$ cat config.mk
export PLATFORM = sky130hd
export DESIGN_NAME = cpis_top
export DESIGN_NICKNAME = d
export VERILOG_FILES = /design/src/cpis_pkg.sv /design/src/cpis_top.sv
export SDC_FILE = /design/constraint.sdc
export NUM_CORES = 1
export LEC_CHECK = 0
export ABC_AREA = 1
export BUFFER_PORTS_ARGS = -buffer_cell sky130_fd_sc_hd__buf_2
export CORE_ASPECT_RATIO = 0.8
export CORE_UTILIZATION = 31
export CTS_BUF_LIST = sky130_fd_sc_hd__clkbuf_4 sky130_fd_sc_hd__clkbuf_8
export DETAILED_ROUTE_END_ITERATION = 6
export GPL_TIMING_DRIVEN = 1
export SYNTH_ARGS = -nofsm -noshare
export SYNTH_HDL_FRONTEND = slang
export SYNTH_SLANG_ARGS = --single-unit
$ cat constraint.sdc
create_clock -name sys_clk -period 1.5 [get_ports sys_clk]
set_clock_uncertainty 0.15 [all_clocks]
set_input_delay 0.075 -clock sys_clk [delete_from_list [all_inputs] [get_ports sys_clk]]
set_output_delay 0.075 -clock sys_clk [all_outputs]
set_load 0.05 [all_outputs]
$ cat src/cpis_pkg.sv
// Package: register map, bit layout and carriers of the clock/power status
package cpis_pkg;

    // ****************************************************
    // Register offsets
    // ****************************************************
    localparam int          ADDR_W        = 8;
    localparam logic [7:0]  OFF_EN_SET    = 8'h00;
    localparam logic [7:0]  OFF_EN_CLR    = 8'h04;
    localparam logic [7:0]  OFF_MASK      = 8'h08;
    localparam logic [7:0]  OFF_PENDING   = 8'h0C;
    localparam logic [7:0]  OFF_ACK       = 8'h10;
    localparam logic [7:0]  OFF_STATE     = 8'h14;

    // ****************************************************
    // Bit positions and reset values
    // ****************************************************
    localparam int          BIT_EXTRA     = 31;
    localparam int          BIT_BK_VALID  = 30;
    localparam int          BIT_BK_READY  = 16;
    localparam int          BIT_REF_STOP  = 15;
    localparam int          BIT_SYNC_RDY  = 14;
    localparam int          BIT_LOST_ACC  = 13;
    localparam int          BIT_LOST_FINE = 12;
    localparam int          BIT_LOST_CRS  = 11;
    localparam int          BIT_LOCK_ACC  = 10;
    localparam int          BIT_LOCK_FINE = 9;
    localparam int          BIT_LOCK_CRS  = 8;
    localparam int          BIT_BROWNOUT  = 7;
    localparam int          BIT_SUP_LOW   = 6;
    localparam int          BIT_REG_OK    = 5;
    localparam int          BIT_MAIN_OSC  = 1;
    localparam int          BIT_SLOW_OSC  = 0;
    localparam logic [31:0] IRQ_BITS      = 32'h8001_FFE3;
    localparam logic [31:0] STATE_BITS    = 32'h4001_FFE3;
    localparam logic [31:0] RST_WORD      = 32'h0000_0000;

    // ****************************************************
    // Carriers
    // ****************************************************
    typedef struct packed {
        logic [ADDR_W-1:0] addr;
        logic [31:0]       wdata;
        logic              wr;
        logic              rd;
    } cpis_bus_s;

    typedef struct packed {
        logic extra_source_31;
        logic backup_values_valid;
        logic backup_iface_ready;
        logic fll_ref_stopped;
        logic fll_sync_ready;
        logic fll_accurate_lock_lost;
        logic fll_fine_lock_lost;
        logic fll_coarse_lock_lost;
        logic fll_accurate_locked;
        logic fll_fine_locked;
        logic fll_coarse_locked;
        logic brownout_detected;
        logic supply_monitor_low;
        logic regulator_ok;
        logic main_osc_ready;
        logic slow_osc_ready;
    } cpis_src_s;

    // Places each named source at its register bit
    function automatic logic [31:0] src_to_word(input cpis_src_s s);
        logic [31:0] w;
        w                = RST_WORD;
        w[BIT_EXTRA]     = s.extra_source_31;
        w[BIT_BK_VALID]  = s.backup_values_valid;
        w[BIT_BK_READY]  = s.backup_iface_ready;
        w[BIT_REF_STOP]  = s.fll_ref_stopped;
        w[BIT_SYNC_RDY]  = s.fll_sync_ready;
        w[BIT_LOST_ACC]  = s.fll_accurate_lock_lost;
        w[BIT_LOST_FINE] = s.fll_fine_lock_lost;
        w[BIT_LOST_CRS]  = s.fll_coarse_lock_lost;
        w[BIT_LOCK_ACC]  = s.fll_accurate_locked;
        w[BIT_LOCK_FINE] = s.fll_fine_locked;
        w[BIT_LOCK_CRS]  = s.fll_coarse_locked;
        w[BIT_BROWNOUT]  = s.brownout_detected;
        w[BIT_SUP_LOW]   = s.supply_monitor_low;
        w[BIT_REG_OK]    = s.regulator_ok;
        w[BIT_MAIN_OSC]  = s.main_osc_ready;
        w[BIT_SLOW_OSC]  = s.slow_osc_ready;
        return w;
    endfunction

endpackage

$ cat src/cpis_top.sv
// Interrupt mask/pending/ack logic and power and clock state register
`timescale 1ns/100ps
`default_nettype none

module cpis_top
(
    input  wire logic                sys_clk,
    input  wire logic                rst,
    input  wire cpis_pkg::cpis_bus_s bus_req,
    output logic [31:0]              rd_data,
    input  wire cpis_pkg::cpis_src_s src_raw,
    output logic                     irq
);
    import cpis_pkg::*;

    // ****************************************************
    // Source synchronisers
    // ****************************************************
    // Sources come from analog cells and other clocks
    logic [31:0] sync1_ff;
    logic [31:0] sync2_ff;
    logic [31:0] prev_ff;
    logic [31:0] src_word;
    logic [31:0] rise_w;
    logic [31:0] state_w;

    assign src_word = src_to_word(src_raw);
    // Rising level is the event; a stuck level fires only once
    assign rise_w   = sync2_ff & ~prev_ff & IRQ_BITS;
    assign state_w  = sync2_ff & STATE_BITS;

    always_ff @(posedge sys_clk) begin
        if (rst) begin
            sync1_ff <= RST_WORD;
            sync2_ff <= RST_WORD;
            prev_ff  <= RST_WORD;
        end else begin
            sync1_ff <= src_word;
            sync2_ff <= sync1_ff;
            prev_ff  <= sync2_ff;
        end
    end

    // ****************************************************
    // Address decode
    // ****************************************************
    logic        wr_en_set;
    logic        wr_en_clr;
    logic        wr_ack;
    logic        rd_mask;
    logic        rd_pending;
    logic        rd_state;

    assign wr_en_set  = bus_req.wr && (bus_req.addr == OFF_EN_SET);
    assign wr_en_clr  = bus_req.wr && (bus_req.addr == OFF_EN_CLR);
    assign wr_ack     = bus_req.wr && (bus_req.addr == OFF_ACK);
    assign rd_mask    = bus_req.rd && (bus_req.addr == OFF_MASK);
    assign rd_pending = bus_req.rd && (bus_req.addr == OFF_PENDING);
    assign rd_state   = bus_req.rd && (bus_req.addr == OFF_STATE);

    // ****************************************************
    // Mask and pending registers
    // ****************************************************
    logic [31:0] mask_ff;
    logic [31:0] nxt_mask;
    logic [31:0] pending_ff;
    logic [31:0] nxt_pending;
    logic [31:0] set_bits;
    logic [31:0] clr_bits;
    logic [31:0] ack_bits;

    assign set_bits    = wr_en_set ? (bus_req.wdata & IRQ_BITS) : RST_WORD;
    assign clr_bits    = wr_en_clr ? bus_req.wdata : RST_WORD;
    assign ack_bits    = wr_ack ? bus_req.wdata : RST_WORD;
    assign nxt_mask    = (mask_ff & ~clr_bits) | set_bits;
    // Fresh event wins over an ack in the same cycle
    assign nxt_pending = (pending_ff & ~ack_bits) | rise_w;

    always_ff @(posedge sys_clk) begin
        if (rst) begin
            mask_ff    <= RST_WORD;
            pending_ff <= RST_WORD;
        end else begin
            mask_ff    <= nxt_mask;
            pending_ff <= nxt_pending;
        end
    end

    assign irq = |(pending_ff & mask_ff);

    // ****************************************************
    // Read path
    // ****************************************************
    // Write-only and unmapped offsets read as zero
    logic [31:0] rd_sel;
    logic [31:0] rd_data_ff;

    assign rd_sel = rd_mask    ? mask_ff :
                    rd_pending ? pending_ff :
                    rd_state   ? state_w :
                    RST_WORD;

    always_ff @(posedge sys_clk) begin
        if (rst) begin
            rd_data_ff <= RST_WORD;
        end else begin
            rd_data_ff <= rd_sel;
        end
    end

    assign rd_data = rd_data_ff;

    // ****************************************************
    // Assertions
    // ****************************************************
    mask_set_a: assert property (@(posedge sys_clk) disable iff (rst)
        wr_en_set |=> ((mask_ff & $past(bus_req.wdata) & IRQ_BITS)
                       == ($past(bus_req.wdata) & IRQ_BITS)))
        else $error("mask bit not set by enable write");

    mask_clear_a: assert property (@(posedge sys_clk) disable iff (rst)
        wr_en_clr |=> ((mask_ff & $past(bus_req.wdata)) == RST_WORD))
        else $error("mask bit not cleared by disable write");

    mask_read_a: assert property (@(posedge sys_clk) disable iff (rst)
        rd_mask |=> (rd_data == $past(mask_ff)))
        else $error("mask read returned wrong value");

    pend_set_a: assert property (@(posedge sys_clk) disable iff (rst)
        ((sync2_ff & ~prev_ff & IRQ_BITS) != RST_WORD)
        |=> ((pending_ff & $past(rise_w)) == $past(rise_w)))
        else $error("event did not set pending bit");

    ack_clear_a: assert property (@(posedge sys_clk) disable iff (rst)
        wr_ack |=> ((pending_ff & $past(bus_req.wdata) & ~$past(rise_w))
                    == RST_WORD))
        else $error("ack did not clear pending bit");

    ack_zero_a: assert property (@(posedge sys_clk) disable iff (rst)
        wr_ack |=> ((pending_ff & ~$past(bus_req.wdata))
                    == (($past(pending_ff) | $past(rise_w))
                        & ~$past(bus_req.wdata))))
        else $error("ack zero bit disturbed pending");

    state_lat_a: assert property (@(posedge sys_clk) disable iff (rst)
        ##2 (state_w == ($past(src_word, 2) & STATE_BITS)))
        else $error("state word not two cycles behind sources");

    state_read_a: assert property (@(posedge sys_clk) disable iff (rst)
        rd_state |=> (rd_data == ($past(state_w) & STATE_BITS)))
        else $error("state read returned wrong value");

    unmapped_a: assert property (@(posedge sys_clk) disable iff (rst)
        (bus_req.rd && !rd_mask && !rd_pending && !rd_state)
        |=> (rd_data == RST_WORD))
        else $error("unmapped read not zero");

    irq_out_a: assert property (@(posedge sys_clk) disable iff (rst)
        (wr_en_clr && ((mask_ff & ~bus_req.wdata) == RST_WORD))
        |=> !irq)
        else $error("irq stayed high with all sources masked");

    irq_event_c: cover property (@(posedge sys_clk) disable iff (rst)
        $rose(irq));
    ack_drop_c: cover property (@(posedge sys_clk) disable iff (rst)
        irq && wr_ack ##1 !irq);
    race_c: cover property (@(posedge sys_clk) disable iff (rst)
        wr_ack && ((bus_req.wdata & rise_w) != RST_WORD));
    state_rd_c: cover property (@(posedge sys_clk) disable iff (rst)
        rd_state && (state_w != RST_WORD));

endmodule // cpis_top

`default_nettype wire

==> qor.csv <==
metric,value,unit
status,"complete, but fails checks",
failing checks,setup timing,
Total GRT Usage,0.173,
drt pass-1 iters,4,
CP Cell Sequence,nand2_1 > nand4_1 > or2_4 > nor2_4 > nand2_2 > buf_6,
Die X,150,um
Remaining DRCs,0,
worst min path class,in -> reg,
Cell Pwr Density,1080,mW/mm^2
Layout fillers,1678,
Starting Density,0.322,
Final Non-Filler Cells,1116,
most frequent cells in the layout,"nand2_1 (142), dfxtp_1 (137), nand3_1 (106)",
htree depth,4,
clock sink count,143,
LEAKAGE,3.42,nW
layout cells sized above 1,0.199,
CTS tree,yes,
Avg Inst Size Synth,7.53,sq um
VDD IR max,0.000484,V
"Seq/Total Area, Yosys",0.529,
CP Data Arrival Time,1600,ps
drt via density,4.46,
initial antenna violation count,0,
synthesized cell area,0.00541,sq mm
vias in the first global route,4792,
Tcrit/Tclk final,1.22,
YS warnings,0,
worst-margin pin slew,344,ps
Layout Utilization,0.451,
Final Hold Violating Endpoints,0,
area grow syn2layout,40.2,%
placed insts,1015,
Routed Antenna Nets,0,
Final GP Congestion,0.778,
Synth Register Bits,143,
DP HPWL,9290,um
total congestion overflow,0,
Post-Route WL,15000,um
post-route minimum period,1820,ps
die footprint,0.0180,sq mm
# IOs,93,
WS Path Type,reg -> out,
clock-pin slew on the worst setup and hold paths,80,ps
Max Fclk,548,MHz
Bufs on Longest Clock Path,2,
number of buffers created by CTS,17,
Crit path largest cell delay,340,ps
final setup vio count,1,
largest net degree at the start of global routing,43,
worst endpoint required time,1270,ps
Synth Instances,718,
WP buf/inv,1,
Register Area,0.00287,sq mm
initial drt markers,336,
Yosys cell types,25,
row count,42,
Syn Nets,778,
RSZ-0062 raised after global routing,true,
nets,943,
Vias,4976,
maxcap violations,0,
worst-path fanout max,3,
crit end category,primary output,
antenna diode instance count,0,
Slew HR,0.770,
worst setup margin,-323,ps
Root Driver,clkbuf_8,
placeable core area,0.0168,sq mm
Port Buffers,92,
WL/cell,13.4,um
area of the multi-input gates,0.00202,sq mm
"delay-heaviest family, CP",simple AND/OR/NAND/NOR gates,
clock latency on the worst-skew pair,450,ps
slowest CP cell,dfxtp_2,
post-CTS setup buffer count,0,
Max Slew Vio Count,0,
"most common cell after layout, fill and taps aside",nand2_1,
die extent in y,120,um
critical path launch point type,flop,
first-pass GRT wire length,24100,um
kinds of logic (layout without fill, tap and decap cells):
logic type,after synthesis,count (layout),synth area share
and+or+nand+nor,375,375,0.300
buffers and inverters,133,311,0.103
DFF,143,143,0.529
AOI/OAI and AO/OA,67,67,0.0680
per-layer routing:
metal	global-route usage	part of all wire	up-vias
met5	0	0	-
met4	0.0574	0.013	0
met3	0.0422	0.054	17
met2	0.261	0.43	138
met1	0.239	0.50	2218
li1	-	-	2603
report_power, final:
group / internal, mW / switching (mW) / total, mW
clock: 2.34 / 1.45 / 3.79
combinational: 0.258 / 0.257 / 0.515
sequential: 3.87 / 0.0311 / 3.90
total: 6.47 / 1.74 / 8.20
cells in the mapped netlist (all sizes together):
master | count | area share
inv | 96 | 0.067
o21ai | 15 | 0.016
buf | 28 | 0.030
a21oi | 35 | 0.032
nor2 | 99 | 0.071
clkbuf | 9 | 0.0062
o22ai | 17 | 0.020
or2 | 2 | 0.0023
nand2 | 145 | 0.10
nor3 | 16 | 0.017
nand4 | 4 | 0.0046
nand3 | 108 | 0.10
nand3b | 1 | 0.0014
dfxtp | 143 | 0.53
worst reg2reg max path, stage by stage (launching register included):
cell and delay, ps:
dfxtp_1 360, inv_1 60, nor3_1 230, nor2_1 80, nor2_1 120
registers in the layout, summed over array words and instances, names as in the netlist:
| register | count |
|---|---|
| mask_ff | 32 |
| pending_ff | 32 |
| rd_data | 32 |
| sync1_ff | 16 |
| sync2_ff | 16 |
| prev_ff | 15 |
per-stage QoR:
stage | power, mW | TNS, ps | cell area [sq um] | setup WS [ps] | hold slack [ps]
floorplan | 4.16 | 0 | 5410 | 187 | 16.6
global placement | 4.36 | 0 | 6290 | 29.0 | 122
detailed placement | 4.36 | 0 | 6290 | 49.1 | 121
CTS | 8.25 | -320 | 7470 | -320 | 64.5
global route | 8.52 | -414 | 7580 | -414 | 96.3
finish | 8.20 | -323 | 7580 | -323 | 80.0
cell type report:
cell class,count,share of cell area
sequential,143,0.378
multi-input combinational,442,0.266
timing repair buffer,183,0.205
inverter,96,0.0478
clock buffer,22,0.0391
tap,220,0.0363
clock inverter,10,0.0271
path summary, 6_finish.rpt:
| kind | start | endpoint | slack (ps) | depth (start not counted) |
|---|---|---|---|---|
| min reg2reg | sync1_ff[31]$_SDFF_PP0_ | sync2_ff[31]$_SDFF_PP0_ | 250 | 2 |
| max | mask_ff[15]$_SDFF_PP0_ | irq | -320 | 6 |
| max reg2reg | sync2_ff[7]$_SDFF_PP0_ | rd_data[7]$_SDFF_PP0_ | 440 | 4 |
| min | bus_req[37] | rd_data[21]$_SDFF_PP0_ | 80 | 6 |
timing repair:
item                       CTS  global route
resized for setup            9            10
setup endpoints to repair    1            29
hold buffers                66             0
hold endpoints to repair   102             0
pin swaps                    3             4
cloned                       0             4
No activity file was read; power rests on OpenSTA's default activity.
